[src/ecp_cfg.svh]
`ifndef ECP_CFG_SVH
`define ECP_CFG_SVH
// ---------------------------------------------------------------
// timing
// ---------------------------------------------------------------
`define ECP_CLK_NS 10
`define ECP_FILT_NS 75
`define ECP_FILT_CYC ((`ECP_FILT_NS + `ECP_CLK_NS - 1) / `ECP_CLK_NS)
`define ECP_TURN_NS 80
`define ECP_TURN_CYC ((`ECP_TURN_NS + `ECP_CLK_NS - 1) / `ECP_CLK_NS)
// ---------------------------------------------------------------
// structure
// ---------------------------------------------------------------
`define ECP_FIFO_DEPTH 8
`define ECP_NUM_IN 3
`define ECP_IN_BUSY 0
`define ECP_IN_RSTB 1
`define ECP_IN_RREQ 2
`define ECP_FLT_RST 3'h6
`endif

[src/ecp_pkg.sv]
package ecp_pkg;
   // ---------------------------------------------------------------
   // types
   // ---------------------------------------------------------------
   typedef struct packed {
      logic cmd;
      logic [7:0] data;
   } ecp_word_t;

   typedef enum logic [8:0] {
      ST_FIDLE = 9'h001,
      ST_FDLY = 9'h002,
      ST_FSTB = 9'h004,
      ST_FREL = 9'h008,
      ST_FEND = 9'h010,
      ST_RIDLE = 9'h020,
      ST_RDLY = 9'h040,
      ST_RACK = 9'h080,
      ST_RREL = 9'h100
   } ecp_state_t;
endpackage : ecp_pkg

[src/ecp_fifo.sv]
`timescale 1ns/1ns
module ecp_fifo #(
   parameter int WIDTH = 9,
   parameter int DEPTH = 8
) (
   input wire logic sys_clk_in,
   input wire logic rst_in,
   input wire logic in_valid_in,
   input wire logic [WIDTH-1:0] in_data_in,
   output logic in_ready_out,
   output logic out_valid_out,
   output logic [WIDTH-1:0] out_data_out,
   input wire logic out_ready_in
);
   localparam int AW = $clog2(DEPTH);
   logic [WIDTH-1:0] mem_ff [DEPTH];
   logic [AW-1:0] wp_ff;
   logic [AW-1:0] rp_ff;
   logic [AW:0] cnt_ff;
   logic [AW:0] nxt_cnt;
   logic [AW:0] nxt_fill;
   logic in_ready_ff;
   logic out_valid_ff;
   logic [WIDTH-1:0] out_data_ff;

   // push and prefetch into the output register
   wire push = in_valid_in && in_ready_ff;
   wire load = (cnt_ff != '0) && (!out_valid_ff || out_ready_in);
   wire nxt_out_valid = load || (out_valid_ff && !out_ready_in);
   assign nxt_cnt = cnt_ff + (AW+1)'(push) - (AW+1)'(load);
   assign nxt_fill = nxt_cnt + (AW+1)'(nxt_out_valid); // output stage counts toward depth
   assign in_ready_out = in_ready_ff;
   assign out_valid_out = out_valid_ff;
   assign out_data_out = out_data_ff;

   // storage array, no reset needed
   always_ff @(posedge sys_clk_in) begin
      if (push) mem_ff[wp_ff] <= in_data_in;
   end

   // pointers, fill level and output stage
   always_ff @(posedge sys_clk_in or posedge rst_in) begin
      if (rst_in) begin
         wp_ff <= '0;
         rp_ff <= '0;
         cnt_ff <= '0;
         in_ready_ff <= 1'b1;
         out_valid_ff <= 1'b0;
         out_data_ff <= '0;
      end else begin
         if (push) wp_ff <= (wp_ff == AW'(DEPTH - 1)) ? '0 : wp_ff + 1'b1;
         if (load) rp_ff <= (rp_ff == AW'(DEPTH - 1)) ? '0 : rp_ff + 1'b1;
         cnt_ff <= nxt_cnt;
         in_ready_ff <= (nxt_fill != (AW+1)'(DEPTH));
         if (load) out_data_ff <= mem_ff[rp_ff];
         out_valid_ff <= nxt_out_valid;
      end
   end
endmodule : ecp_fifo

[src/ecp_handshake.sv]
`timescale 1ns/1ns
`include "ecp_cfg.svh"
module ecp_handshake (
   input wire logic sys_clk_in,
   input wire logic rst_in,
   input wire logic ecp_mode_in,
   input wire logic fifo_mode_in,
   input wire logic dir_reverse_in,
   input wire logic term_count_in,
   input wire logic tx_valid_in,
   input wire ecp_pkg::ecp_word_t tx_word_in,
   output logic tx_ready_out,
   output logic rx_valid_out,
   output ecp_pkg::ecp_word_t rx_word_out,
   input wire logic rx_ready_in,
   output logic reverse_request_out,
   output logic dir_reverse_out,
   input wire logic busy_pin_in,
   input wire logic periph_pulse_pin_in,
   input wire logic periph_fault_pin_in,
   input wire logic [7:0] port_data_lines_in,
   output logic [7:0] port_data_lines_out,
   output logic port_data_lines_oe_out,
   output logic host_pulse_pin_out,
   output logic host_pulse_pin_oe_out,
   output logic host_feed_pin_out,
   output logic host_feed_pin_oe_out
);
   import ecp_pkg::*;

   // ---------------------------------------------------------------
   // declarations
   // ---------------------------------------------------------------
   logic [`ECP_NUM_IN-1:0] raw_in;
   logic [`ECP_NUM_IN-1:0] s1_ff;
   logic [`ECP_NUM_IN-1:0] s2_ff;
   logic [`ECP_NUM_IN-1:0] flt_ff;
   logic [7:0] d1_ff;
   logic [7:0] d2_ff;
   ecp_state_t state_ff;
   ecp_state_t nxt_state;
   logic [3:0] dly_ff;
   logic [3:0] nxt_dly;
   logic strobe_ff;
   logic feed_ff;
   logic nxt_feed;
   logic pp_ff;
   logic nxt_pp;
   logic tc_ff;
   logic [7:0] data_ff;
   logic data_oe_ff;
   logic strobe_oe_ff;
   logic feed_oe_ff;
   logic rreq_ff;
   logic dir_ff;
   logic tx_valid;
   ecp_word_t tx_word;
   logic rx_room;
   ecp_word_t rx_word;

   // ---------------------------------------------------------------
   // input synchronisers and deglitch filters
   // ---------------------------------------------------------------
   assign raw_in = {periph_fault_pin_in, periph_pulse_pin_in, busy_pin_in};
   localparam logic [`ECP_NUM_IN-1:0] FLT_RST = `ECP_FLT_RST;

   // data lines: two flops, settled by the strobe filter before use
   always_ff @(posedge sys_clk_in or posedge rst_in) begin
      if (rst_in) begin
         d1_ff <= 8'h00;
         d2_ff <= 8'h00;
      end else begin
         d1_ff <= port_data_lines_in;
         d2_ff <= d1_ff;
      end
   end

   generate
      for (genvar i = 0; i < `ECP_NUM_IN; i++) begin : g_flt
         logic [3:0] cnt_ff;
         wire differs = (s2_ff[i] != flt_ff[i]);
         wire held = differs && (cnt_ff == 4'(`ECP_FILT_CYC - 1));
         // two-flop sync, then a held-level counter
         always_ff @(posedge sys_clk_in or posedge rst_in) begin
            if (rst_in) begin
               s1_ff[i] <= FLT_RST[i];
               s2_ff[i] <= FLT_RST[i];
               flt_ff[i] <= FLT_RST[i];
               cnt_ff <= 4'h0;
            end else begin
               s1_ff[i] <= raw_in[i];
               s2_ff[i] <= s1_ff[i];
               cnt_ff <= (differs && !held) ? cnt_ff + 4'h1 : 4'h0;
               if (held) flt_ff[i] <= s2_ff[i];
            end
         end

      end
   endgenerate

   wire busy_flt = flt_ff[`ECP_IN_BUSY];
   wire rstb_flt = flt_ff[`ECP_IN_RSTB];
   wire rreq_flt = flt_ff[`ECP_IN_RREQ];

   // ---------------------------------------------------------------
   // fifos in the forward and reverse data path
   // ---------------------------------------------------------------
   wire st_fidle = (state_ff == ST_FIDLE);
   wire st_fdly = (state_ff == ST_FDLY);
   wire st_fstb = (state_ff == ST_FSTB);
   wire st_frel = (state_ff == ST_FREL);
   wire st_fend = (state_ff == ST_FEND);
   wire st_ridle = (state_ff == ST_RIDLE);
   wire st_rdly = (state_ff == ST_RDLY);
   wire st_rack = (state_ff == ST_RACK);
   wire st_rrel = (state_ff == ST_RREL);
   wire in_dly = st_fdly || st_frel || st_rdly || st_rrel;
   wire dly_done = (dly_ff == 4'(`ECP_TURN_CYC - 1));

   // reverse entry only in push-pull ecp mode, never in fifo mode
   wire go_rev = st_fidle && dir_reverse_in && pp_ff && !fifo_mode_in;
   // forward start needs a waiting byte and ack low
   wire go_fwd = st_fidle && !go_rev && tx_valid && !busy_flt;
   wire rev_take = st_ridle && dir_reverse_in && !rstb_flt && rx_room && !tc_ff;
   wire rx_push = st_rdly && dly_done;
   assign rx_word = '{cmd: !busy_flt, data: d2_ff};

   ecp_fifo #(.WIDTH($bits(ecp_word_t)), .DEPTH(`ECP_FIFO_DEPTH)) u_tx_fifo (
      .sys_clk_in(sys_clk_in),
      .rst_in(rst_in),
      .in_valid_in(tx_valid_in),
      .in_data_in(tx_word_in),
      .in_ready_out(tx_ready_out),
      .out_valid_out(tx_valid),
      .out_data_out(tx_word),
      .out_ready_in(go_fwd)
   );

   ecp_fifo #(.WIDTH($bits(ecp_word_t)), .DEPTH(`ECP_FIFO_DEPTH)) u_rx_fifo (
      .sys_clk_in(sys_clk_in),
      .rst_in(rst_in),
      .in_valid_in(rx_push),
      .in_data_in(rx_word),
      .in_ready_out(rx_room),
      .out_valid_out(rx_valid_out),
      .out_data_out(rx_word_out),
      .out_ready_in(rx_ready_in)
   );

   // ---------------------------------------------------------------
   // transfer state machine
   // ---------------------------------------------------------------
   always_comb begin
      nxt_state = state_ff;
      unique case (state_ff)
         ST_FIDLE: begin
            if (go_rev) nxt_state = ST_RIDLE;
            else if (go_fwd) nxt_state = ST_FDLY;
         end
         ST_FDLY: if (dly_done) nxt_state = ST_FSTB;
         ST_FSTB: if (busy_flt) nxt_state = ST_FREL;
         ST_FREL: if (dly_done) nxt_state = ST_FEND;
         ST_FEND: if (!busy_flt) nxt_state = ST_FIDLE;
         ST_RIDLE: begin
            if (!dir_reverse_in) nxt_state = ST_FIDLE;
            else if (rev_take) nxt_state = ST_RDLY;
         end
         ST_RDLY: if (dly_done) nxt_state = ST_RACK;
         ST_RACK: if (rstb_flt) nxt_state = ST_RREL;
         ST_RREL: if (dly_done) nxt_state = ST_RIDLE;
         default: nxt_state = ST_FIDLE;
      endcase
   end

   // turnaround counter runs only inside the delay states
   assign nxt_dly = (in_dly && !dly_done) ? dly_ff + 4'h1 : 4'h0;

   // reverse ack: low at entry, high after capture delay, low after release
   always_comb begin
      nxt_feed = feed_ff;
      if (go_rev) nxt_feed = 1'b0;
      else if (go_fwd) nxt_feed = !(tx_word.cmd && !fifo_mode_in);
      else if (st_ridle && !dir_reverse_in) nxt_feed = 1'b1;
      else if (st_rdly && dly_done) nxt_feed = 1'b1;
      else if (st_rrel && dly_done) nxt_feed = 1'b0;
   end

   // driver style changes only while the port is idle and strobe is high
   assign nxt_pp = (st_fidle && strobe_ff) ? ecp_mode_in : pp_ff;

   // ---------------------------------------------------------------
   // registers
   // ---------------------------------------------------------------
   always_ff @(posedge sys_clk_in or posedge rst_in) begin
      if (rst_in) begin
         state_ff <= ST_FIDLE;
         dly_ff <= 4'h0;
         strobe_ff <= 1'b1;
         feed_ff <= 1'b1;
         pp_ff <= 1'b0;
         tc_ff <= 1'b0;
         data_ff <= 8'h00;
      end else begin
         state_ff <= nxt_state;
         dly_ff <= nxt_dly;
         if (st_fdly && dly_done) strobe_ff <= 1'b0;
         else if (st_frel && dly_done) strobe_ff <= 1'b1;
         feed_ff <= nxt_feed;
         pp_ff <= nxt_pp;
         tc_ff <= term_count_in || (tc_ff && !st_fidle);
         if (go_fwd) data_ff <= tx_word.data;
      end
   end

   // pad enables follow the next level so a level and its enable move together
   always_ff @(posedge sys_clk_in or posedge rst_in) begin
      if (rst_in) begin
         data_oe_ff <= 1'b1;
         strobe_oe_ff <= 1'b0;
         feed_oe_ff <= 1'b0;
         rreq_ff <= 1'b0;
         dir_ff <= 1'b0;
      end else begin
         data_oe_ff <= !nxt_state[5] && !nxt_state[6] && !nxt_state[7] && !nxt_state[8];
         strobe_oe_ff <= nxt_pp || !((st_fdly && dly_done) ? 1'b0 :
            (st_frel && dly_done) ? 1'b1 : strobe_ff);
         feed_oe_ff <= nxt_pp || !nxt_feed;
         rreq_ff <= !rreq_flt && !dir_ff;
         dir_ff <= nxt_state[5] || nxt_state[6] || nxt_state[7] || nxt_state[8];
      end
   end

   // ---------------------------------------------------------------
   // outputs
   // ---------------------------------------------------------------
   assign port_data_lines_out = data_ff;
   assign port_data_lines_oe_out = data_oe_ff;
   assign host_pulse_pin_out = strobe_ff;
   assign host_pulse_pin_oe_out = strobe_oe_ff;
   assign host_feed_pin_out = feed_ff;
   assign host_feed_pin_oe_out = feed_oe_ff;
   assign reverse_request_out = rreq_ff;
   assign dir_reverse_out = dir_ff;
endmodule : ecp_handshake

[config.mk]
export PLATFORM = sky130hd
export DESIGN_NAME = ecp_handshake
export DESIGN_NICKNAME = d
export VERILOG_FILES = /design/src/ecp_pkg.sv /design/src/ecp_fifo.sv /design/src/ecp_handshake.sv
export VERILOG_INCLUDE_DIRS = /design/src
export SDC_FILE = /design/constraint.sdc
export NUM_CORES = 1
export LEC_CHECK = 0
export ABC_AREA = 1
export BUFFER_PORTS_ARGS = -buffer_cell sky130_fd_sc_hd__buf_2
export CAP_MARGIN = 30
export CORE_MARGIN = 2
export CORE_UTILIZATION = 55
export DETAILED_ROUTE_END_ITERATION = 10
export GPL_TIMING_DRIVEN = 0
export PLACE_DENSITY = 0.75
export SLEW_MARGIN = 10
export SYNTH_ARGS = -nofsm -noshare
export SYNTH_HDL_FRONTEND = slang
export SYNTH_HIERARCHICAL = 1
export SYNTH_SLANG_ARGS = --single-unit
[constraint.sdc]
create_clock -name sys_clk_in -period 3.45 [get_ports sys_clk_in]
set_clock_uncertainty 0.15 [all_clocks]
set_input_delay 0 -clock sys_clk_in [delete_from_list [all_inputs] [get_ports sys_clk_in]]
set_output_delay 0 -clock sys_clk_in [all_outputs]
set_load 0.05 [all_outputs]
==> qor.yml, run 1 <==
hold_class: "input port to flop"
setup_viol: 0
ff2ff_setup_slack_ps: 180
ys.warnings.count: 6
synth_area_um2: 11200
n_fill_cell: 1473
arrival_ps: 3560
grt_pass1_wl_um: 37000
die_area_um2: 21500
power_density_nw_per_um2: 819
dr.pass1.iters: 5
area.sequential_um2: 7070
hp-start: "term_count_in"
holdPathEnd: "tc_ff"
multiInputGateArea_um2: 3260
io-pin-count: 54
fin_crit_ps: 3270
root_buffer: "clkbuf_16"
drive_gt1_share_pct: 15.5
synth_edf_count: 144
die_w_um: 146
grt_max_degree: 68
place_congestion: 0.879
ys_ff_latch: 253
drc: 0
drtAntennaViolNets: 0
cts_tree: "yes"
dr.first_iter.drc_count: 553
die_y_um: 146
start_util_pct: 55.5
synth_flop_cell: "edfxtp_1"
cts_made_buffers: 27
grt_antenna_before_repair: 0
synth.avg_cell_area_um2: 9.88
cts_buffer_depth: 3
grtUsageTotal_pct: 21.6
crit_path_max_fanout: 7
core_area_um2: 20100
htree_levels: 1
holdWs_ps: 69.3
cts.sinks: 253
yosysSeqAreaShare_pct: 63.3
wire_per_inst_um: 14.6
wl_met3_um: 1460
leakagePower_uw: 0.00632
io_buffers: 53
nNetsFinal: 1335
r2r.worst_path.cells: 18
synthDistinctLibCells: 41
synthTopCellsByArea: "edfxtp_1 39%, dfrtp_1 22%, nand2_1 11%, nand3_1 7.0%, inv_1 5.9%"
clk_pin_slew_ps: 60
cap_viol_max_count: 0
setup.worst_path.class: "flop to flop"
synth.largest_area_cell: "edfxtp_1"
synth_cells: 1130
tightest_slew_ps: 950
clk-insertion-delay-late_ps: 540
route.met2.wl_um: 11300
hold_depth: 3
vdd_drop_max_v: 0.000544
areaGrowthSynthToFinish_pct: 19.6
yosysTopAreaCellShare_pct: 38.7
crit_required_ps: 3740
diodes: 0
fmax_mhz: 306
dr_total_vias: 7990
crit_path_start_kind: "flop"
finalMaxSlewViolations: 0
fp-row-count: 52
grt_pass1_vias: 7723
via_per_inst: 5.09
r2r_end: "u_rx_fifo/in_ready_out"
critPathCaptureType: "flop"
dr.max_layer_used: "met4"
final_util_pct: 66.4
period_share_pct: 94.8
grt.overflow.total: 0
r2r-start: "state_ff[3]"
max_slew_margin_pct: 36.4
startpoint: "state_ff[3]"
async_flop_share_pct: 43.1
status: "finished clean"
finalHoldViolations: 0
finalWirelength_um: 22900
hpwl_um: 14900
fin_tns_setup_ps: 0
synth_fp_nets: 1186
wirelength_met1_um: 9340
[kinds of logic (layout without fill, tap and decap cells)]
family / Yosys count / after routing / synth area share (%)
AOI/OAI and AO/OA: 36 / 36 / 2.02
xor gates and xnor gates: 10 / 10 / 0.784
adders and majority gates: 28 / 28 / 3.27
buffers and inverters: 219 / 389 / 8.11
DFF: 253 / 253 / 63.3
muxes: 1 / 1 / 0.101
and+or+nand+nor: 583 / 583 / 22.4
[flip-flops by register name, summed over array words and instances (netlist names), 8 cells and up]
| register | flops |
|---|---|
| d1_ff | 8 |
| port_data_lines_out | 8 |
| u_rx_fifo/out_data_out | 9 |
| g_flt.cnt_ff | 12 |
| d2_ff | 8 |
| state_ff | 9 |
| u_tx_fifo/mem_ff | 72 |
| u_tx_fifo/out_data_out | 9 |
| u_rx_fifo/mem_ff | 72 |
[cell type report]
| type | count | share of cell area (%) |
|---|---|---|
| flip-flops and latches | 253 | 52.9 |
| multi-input cells | 658 | 24.4 |
| repair buffers | 121 | 6.74 |
| clock buffers | 35 | 5.58 |
| inverters | 191 | 5.46 |
| well taps | 270 | 2.53 |
| plain buffers | 27 | 1.37 |
| clock inverters | 15 | 1.00 |
[what timing repair did]
item | CTS | global route
hold buffers | 39 | 1
endpoints found under the hold margin | 228 | 20
setup endpoints to repair | 3 | 2
pin swaps | 4 | 16
resized for setup | 6 | 18
setup buffers | 5 | 22
[power breakdown]
part / internal [uW] / leakage, uW / switching, uW
logic: 1400 / 0.00326 / 2740
registers: 3730 / 0.00263 / 262
clock network: 1670 / 0.000433 / 1130
[synth_stat cells (3+ instances only)]
cell      count
a21oi_1       7
buf_2        18
buf_6         7
clkinv_1      4
dfrtp_1      97
dfstp_2      12
edfxtp_1    144
ha_1         26
inv_1       175
inv_2        11
nand2_1     319
nand3_1     157
nand4_1       6
nor2_1       82
nor2_4        3
o21a_1        3
o21ai_0      17
o21bai_1      3
xnor2_1       3
xor2_1        7
[cells in the final DEF (no fill, tap or decap), types with 23 or more instances in the layout]
cell           instances
dfrtp_1               95
edfxtp_1             144
clkbuf_16             27
dlygate4sd3_1         40
buf_4                 28
nor2_1                79
nand3_1              157
buf_2                 70
inv_1                172
nand2_1              318
ha_1                  23
[metrics by stage]
stage                     power (uW)  instance area [um^2]  instances  setup WS [ps]
final                          10900                 13400       1570            179
after global routing           11700                 13400       1570          -22.6
after CTS                      10800                 13100       1547          0.127
after detailed placement        7880                 11800       1453           -468
after global placement          7760                 11800       1453           -420
after floorplan                 6900                 11200       1130           66.5
[routing by layer]
layer	GRT usage, %	vias to the layer above
met5	0	-
met4	10.0	0
met3	3.53	72
met2	36.5	278
met1	27.7	3726
li1	-	3914
[critical path, cell delays in order, from the launching register on]
cell and delay, ps:
dfrtp_1 430, nor2_4 150, buf_6 130, nand2_4 80, inv_4 90, nand4_1 170
inv_1 110, nand2_2 100, ha_1 310, inv_1 60, ha_1 160, inv_1 60
fa_1 490, inv_1 70, ha_1 280, nor2_1 100, nand2_1 50, nor2_1 90
nand3_1 100
[how the worst max path moves through the flow]
stage                              to  cells after the start
3_5_place_dp   u_tx_fifo/in_ready_out                     20
4_1_cts        u_tx_fifo/in_ready_out                     21
2_1_floorplan  u_tx_fifo/in_ready_out                     21
5_1_grt        u_tx_fifo/in_ready_out                     20
6_report       u_rx_fifo/in_ready_out                     18
3_3_place_gp   u_tx_fifo/in_ready_out                     20
Note: power is estimated with default switching activity, not from simulation.
==> run 2: changes to the inputs <==
- ABC_AREA: 1 -> default
- PLACE_DENSITY: 0.75 -> 0.76
==> qor.yml, run 2 <==
status: "finished clean"
clk_pin_slew_ps: 50
layout_common_cells: "144 x edfxtp_1, 94 x dfrtp_1, 74 x mux2i_1, 61 x buf_2, 40 x inv_1"
period_share_pct: 99.3
synth_flop_cell: "edfxtp_1"
setup.worst_path.class: "flop to flop"
grt.overflow.total: 0
diodes: 0
synth_adder_area_share_pct: 3.48
crit_path_max_fanout: 3
synth_area_um2: 10500
synth_top_family_by_area: "simple AND/OR/NAND/NOR gates"
tightest_slew_ps: 955
top_regs: "u_rx_fifo/mem_ff: 72 flops, u_tx_fifo/mem_ff: 72 flops, g_flt.cnt_ff: 12 flops"
root_buffer: "clkbuf_16"
async_flop_share_pct: 43.1
synthSimpleGateAreaFrac_pct: 9.15
fin_tns_setup_ps: 0
nNetsFinal: 922
cap_viol_max_count: 0
yosysTopAreaCellShare_pct: 41.2
synthTopCellsByArea: "edfxtp_1 41%, dfrtp_1 23%, mux2i_1 7.1%, ha_1 3.1%, dfstp_2 3.0%"
setup_ws_ps: 23.4
arrival_ps: 3710
grt_pass1_vias: 6682
synth_cells: 721
fin_cells: 1120
leakagePower_uw: 0.00525
ys_ff_latch: 253
synth_compound_gate_area_share_pct: 6.45
clk-insertion-delay-late_ps: 520
dr_total_vias: 6414
synth.largest_area_cell: "edfxtp_1"
drtAntennaViolNets: 0
io_buffers: 53
grt_max_degree: 68
critPathCaptureType: "flop"
ys.warnings.count: 6
synth_commonest_cells: "144 x edfxtp_1, 97 x dfrtp_1, 74 x mux2i_1, 47 x inv_1, 36 x a22oi_1"
synth_fp_nets: 777
synth_xor_area_share_pct: 1.33
finalHoldViolations: 0
io-pin-count: 54
fp-row-count: 50
core_area_um2: 18700
htree_levels: 1
grt_antenna_before_repair: 0
die_area_um2: 20200
wire_per_inst_um: 19.1
cts_made_buffers: 26
crit_required_ps: 3730
die_w_um: 142
vdd_drop_max_v: 0.000830
place_inst: 1013
synthDistinctLibCells: 67
cts.sinks: 253
areaGrowthSynthToFinish_pct: 21.7
grt_pass1_wl_um: 34300
cts_buffer_depth: 3
hold_class: "input port to asynchronous set/reset pin"
finalMaxSlewViolations: 0
pre_cts_ws_ps: -651
crit_path_start_kind: "flop"
yosysSeqAreaShare_pct: 67.3
synth.most_common_cell: "edfxtp_1"
setup_viol: 0
grtUsageTotal_pct: 21.7
drc: 0
dr.first_iter.drc_count: 498
start_util_pct: 56.2
fmax_mhz: 292
die_y_um: 142
via_per_inst: 5.73
finalWirelength_um: 21400
hpwl_um: 13800
power_density_nw_per_um2: 867
synth_edf_count: 144
mostFrequentLayoutCell: "edfxtp_1"
dr.pass1.iters: 4
cts_tree: "yes"
synth.avg_cell_area_um2: 14.6
max_slew_margin_pct: 36.1
final_util_pct: 68.4
muxShareOfSynthArea_pct: 9.09
grt_setup_unrepaired: "yes"
place_congestion: 0.843
drive_gt1_share_pct: 25.3
fin_crit_ps: 3430
run 2: logic make-up (layout without fill, tap and decap cells):
logic type | Yosys count | count (layout)
and+or+nand+nor | 160 | 160
DFF | 253 | 253
adders and majority gates | 28 | 28
muxes | 93 | 93
AOI/OAI and AO/OA | 97 | 97
buffers and inverters | 74 | 239
xor gates and xnor gates | 16 | 16
run 2: what timing repair did:
item                                    in CTS  in global routing
gates resized for setup                     22                  6
buffers inserted                            15                  4
pin swaps                                   14                 10
hold buffers                                39                  0
hold endpoints to repair                   223                  0
endpoints found under the setup margin       2                  2
run 2: final cells by class:
cell class	instances	area [um^2]
Buffer	25	176
Clock buffer	38	768
Clock inverter	10	134
Fill cell	1260	5920
Inverter	48	190
Multi-Input combinational cell	394	3290
Sequential cell	253	7070
Tap cell	234	293
Timing Repair Buffer	118	863
run 2: worst paths after layout:
kind / from / to / slack [ps] / cells past startpoint
setup / recovery: state_ff[0] / u_tx_fifo/in_ready_out / 20 / 17
hold / removal: rst_in / u_rx_fifo/wp_ff[0] / 10 / 4
setup reg to reg: state_ff[0] / u_tx_fifo/in_ready_out / 20 / 17
hold reg to reg: d1_ff[2] / d2_ff[2] / 190 / 0
max in group asynchronous: rst_in / state_ff[6] / 2470 / 3
min in group sys_clk_in: term_count_in / tc_ff / 100 / 3
run 2: per-stage QoR:
stage	hold WS (ps)	instance area (um^2)	total power, uW
final	13.0	12800	11100
after CTS	45.7	12700	11100
after detailed placement	-43.8	11200	7910
after global placement	-45.4	11100	7660
after floorplan	-174	10600	6940
after global routing	17.4	12800	11700
run 2: power by group:
| group | switching (uW) | leakage (uW) | internal (uW) | total, uW |
|---|---|---|---|---|
| Sequential | 339 | 0.00261 | 3760 | 4100 |
| Combinational | 2420 | 0.00220 | 1670 | 4090 |
| Clock | 1120 | 0.000438 | 1770 | 2890 |
run 2: critical path, stage by stage (launching register included):
cell and delay (ps):
dfstp_2 520, buf_6 80, nor4b_4 240, and3_4 260, nand3_4 80, clkinv_4 80
inv_4 30, a21oi_4 150, ha_4 220, inv_2 60, ha_4 130, inv_2 30
fa_1 540, inv_2 70, ha_4 220, nor4b_2 190, and4_1 230, a211oi_2 50
run 2: metal layers:
| metal | routed length [um] | part of all wire, % | vias up | GRT usage, % |
|---|---|---|---|---|
| li1 | - | - | 2979 | - |
| met3 | 988 | 4.6 | 40 | 2.76 |
| met5 | 0 | 0 | - | 0 |
| met2 | 11000 | 52 | 179 | 38.7 |
| met4 | 507 | 2.4 | 0 | 5.63 |
| met1 | 8810 | 41 | 3216 | 28.3 |
==> run 3: changes to the inputs <==
--- a/config.mk
+++ b/config.mk
@@ -8,4 +8,4 @@
 export LEC_CHECK = 0
+export ABC_AREA = 1
 export BUFFER_PORTS_ARGS = -buffer_cell sky130_fd_sc_hd__buf_2
-export CAP_MARGIN = 30
 export CORE_MARGIN = 2
@@ -14,3 +14,3 @@
 export GPL_TIMING_DRIVEN = 0
-export PLACE_DENSITY = 0.76
+export PLACE_DENSITY = 0.75
 export SLEW_MARGIN = 10
--- a/constraint.sdc
+++ b/constraint.sdc
@@ -4,2 +4,2 @@
 set_output_delay 0 -clock sys_clk_in [all_outputs]
-set_load 0.05 [all_outputs]
+set_load 0.005 [all_outputs]
==> qor.yml, run 3 (synthesis results as in run 1) <==
dr.pass1.iters: 5
via_per_inst: 5.10
crit_path_max_fanout: 7
dr_total_vias: 7996
status: "finished clean"
nNetsFinal: 1333
top_regs: "u_rx_fifo/mem_ff: 72 flops, u_tx_fifo/mem_ff: 72 flops, g_flt.cnt_ff: 12 flops"
dr.first_iter.drc_count: 502
grt_pass1_wl_um: 37000
fin_crit_ps: 3270
setup.worst_path.class: "flop to flop"
r2r-start: "state_ff[2]"
n_fill_cell: 1479
place_congestion: 0.879
root_buffer: "clkbuf_16"
tightest_slew_ps: 952
critPathCaptureType: "flop"
holdPathEnd: "tc_ff"
seqPwrFrac_pct: 38.0
finalHoldViolations: 0
layout_common_cells: "318 x nand2_1, 172 x inv_1, 157 x nand3_1, 144 x edfxtp_1, 95 x dfrtp_1"
ff2ff_setup_slack_ps: 180
areaGrowthSynthToFinish_pct: 19.3
power_frac_comb_pct: 35.4
setup_viol: 0
crit_path_frequent_cell: "inv_1"
hold_depth: 3
placed_area_um2: 11800
grt_util_met3_pct: 3.53
r2r.worst_path.cells: 18
finalWirelength_um: 22900
wire_per_inst_um: 14.6
htree_levels: 1
hold_class: "input port to flop"
die_y_um: 146
hpwl_um: 14900
grt_antenna_before_repair: 0
max_slew_margin_pct: 36.3
grt_max_degree: 68
startpoint: "state_ff[2]"
grt.overflow.total: 0
diodes: 0
start_util_pct: 55.5
leakagePower_uw: 0.00630
gr-usage-met1_pct: 27.7
setup_ws_ps: 176
drc: 0
slowest_stage: "fa_1"
clk_pin_slew_ps: 70
busiest_layer: "met2"
p_clk_share_pct: 26.6
place_inst: 1453
fp-row-count: 52
pre_cts_ws_ps: -468
fin_tns_setup_ps: 0
fmax_mhz: 305
drive_gt1_share_pct: 15.4
worstPathCellList: "nor2_4 > buf_6 > nand2_4 > inv_4 > nand4_1 > inv_1 > nand2_2 > ha_1 > inv_1 > ha_1 > inv_1 > fa_1 > inv_1 > ha_1 > nor2_1 > nand2_1 > nor2_1 > nand3_1"
cts_buffer_depth: 3
period_share_pct: 94.9
io_buffers: 53
crit_required_ps: 3740
switching_share_pct: 35.5
crit_path_start_kind: "flop"
grtUsageTotal_pct: 21.6
cts_made_buffers: 27
r2r_end: "u_rx_fifo/in_ready_out"
cts.sinks: 253
clk-insertion-delay-late_ps: 540
power_density_nw_per_um2: 791
crit_family: "adder cells"
cts_tree: "yes"
die_w_um: 146
core_area_um2: 20100
use_met2_pct: 36.5
die_area_um2: 21500
io-pin-count: 54
grt_pass1_vias: 7723
internal_power_uw: 6800
vdd_drop_max_v: 0.000546
holdWs_ps: 62.4
hp-start: "term_count_in"
cap_viol_max_count: 0
power.switching_uw: 3730
slowest_delay_ps: 490
fin_cells: 1568
arrival_ps: 3560
critPathBufInv: 6
mostFrequentLayoutCell: "nand2_1"
finalMaxSlewViolations: 0
drtAntennaViolNets: 0
fin_area_um2: 13300
-- run 3: worst max path at each step --
stage,to,slack (ps),cells after the start
3_5_place_dp,u_tx_fifo/in_ready_out,-470,20
2_1_floorplan,u_tx_fifo/in_ready_out,70,21
6_report,u_rx_fifo/in_ready_out,180,18
4_1_cts,u_tx_fifo/in_ready_out,0.1,21
3_3_place_gp,u_tx_fifo/in_ready_out,-420,20
5_1_grt,u_tx_fifo/in_ready_out,-20,20
-- run 3: cell type report --
cell class | count | area [um^2] | share of cell area [%]
clock buffers | 35 | 746 | 5.60
flip-flops and latches | 253 | 7070 | 53.1
inverters | 191 | 729 | 5.48
repair buffers | 119 | 862 | 6.47
well taps | 270 | 338 | 2.54
plain buffers | 27 | 183 | 1.37
multi-input cells | 658 | 3260 | 24.5
clock inverters | 15 | 134 | 1.01
-- run 3: worst register-to-register path, delay by kind of cell, from the launching register on --
family        cells  cell delay (ps)
flops             1              410
buf+inv           6              530
simple gates      8              870
fa+ha+maj         4             1240
-- run 3: timing repair --
| action | 4_1_cts | 5_1_grt |
|---|---|---|
| hold buffers | 39 | 0 |
| endpoints found under the hold margin | 228 | 0 |
| resized for setup | 6 | 18 |
| pin swaps | 4 | 16 |
| setup buffers | 5 | 22 |
| endpoints found under the setup margin | 3 | 2 |
-- run 3: metrics by stage --
stage                     total power (uW)  util (%)
after floorplan                       6510         -
after global placement                7370      58.5
after detailed placement              7490      58.6
after CTS                            10400      65.2
after global routing                 11300      66.2
final                                10500      66.2
-- run 3: metal layers --
layer / vias to the layer above / wire (um)
met5: - / 0
met4: 0 / 861
met3: 71 / 1390
met2: 295 / 11200
met1: 3720 / 9410
li1: 3910 / -
-- run 3: power groups by stage --
stage	registers (uW)	clock network (uW)	logic, uW
2_1_floorplan	4000	0	2520
3_3_place_gp	4030	0	3340
3_5_place_dp	4050	0	3440
4_1_cts	4000	2850	3560
5_1_grt	4050	2980	4250
6_report	4000	2810	3730
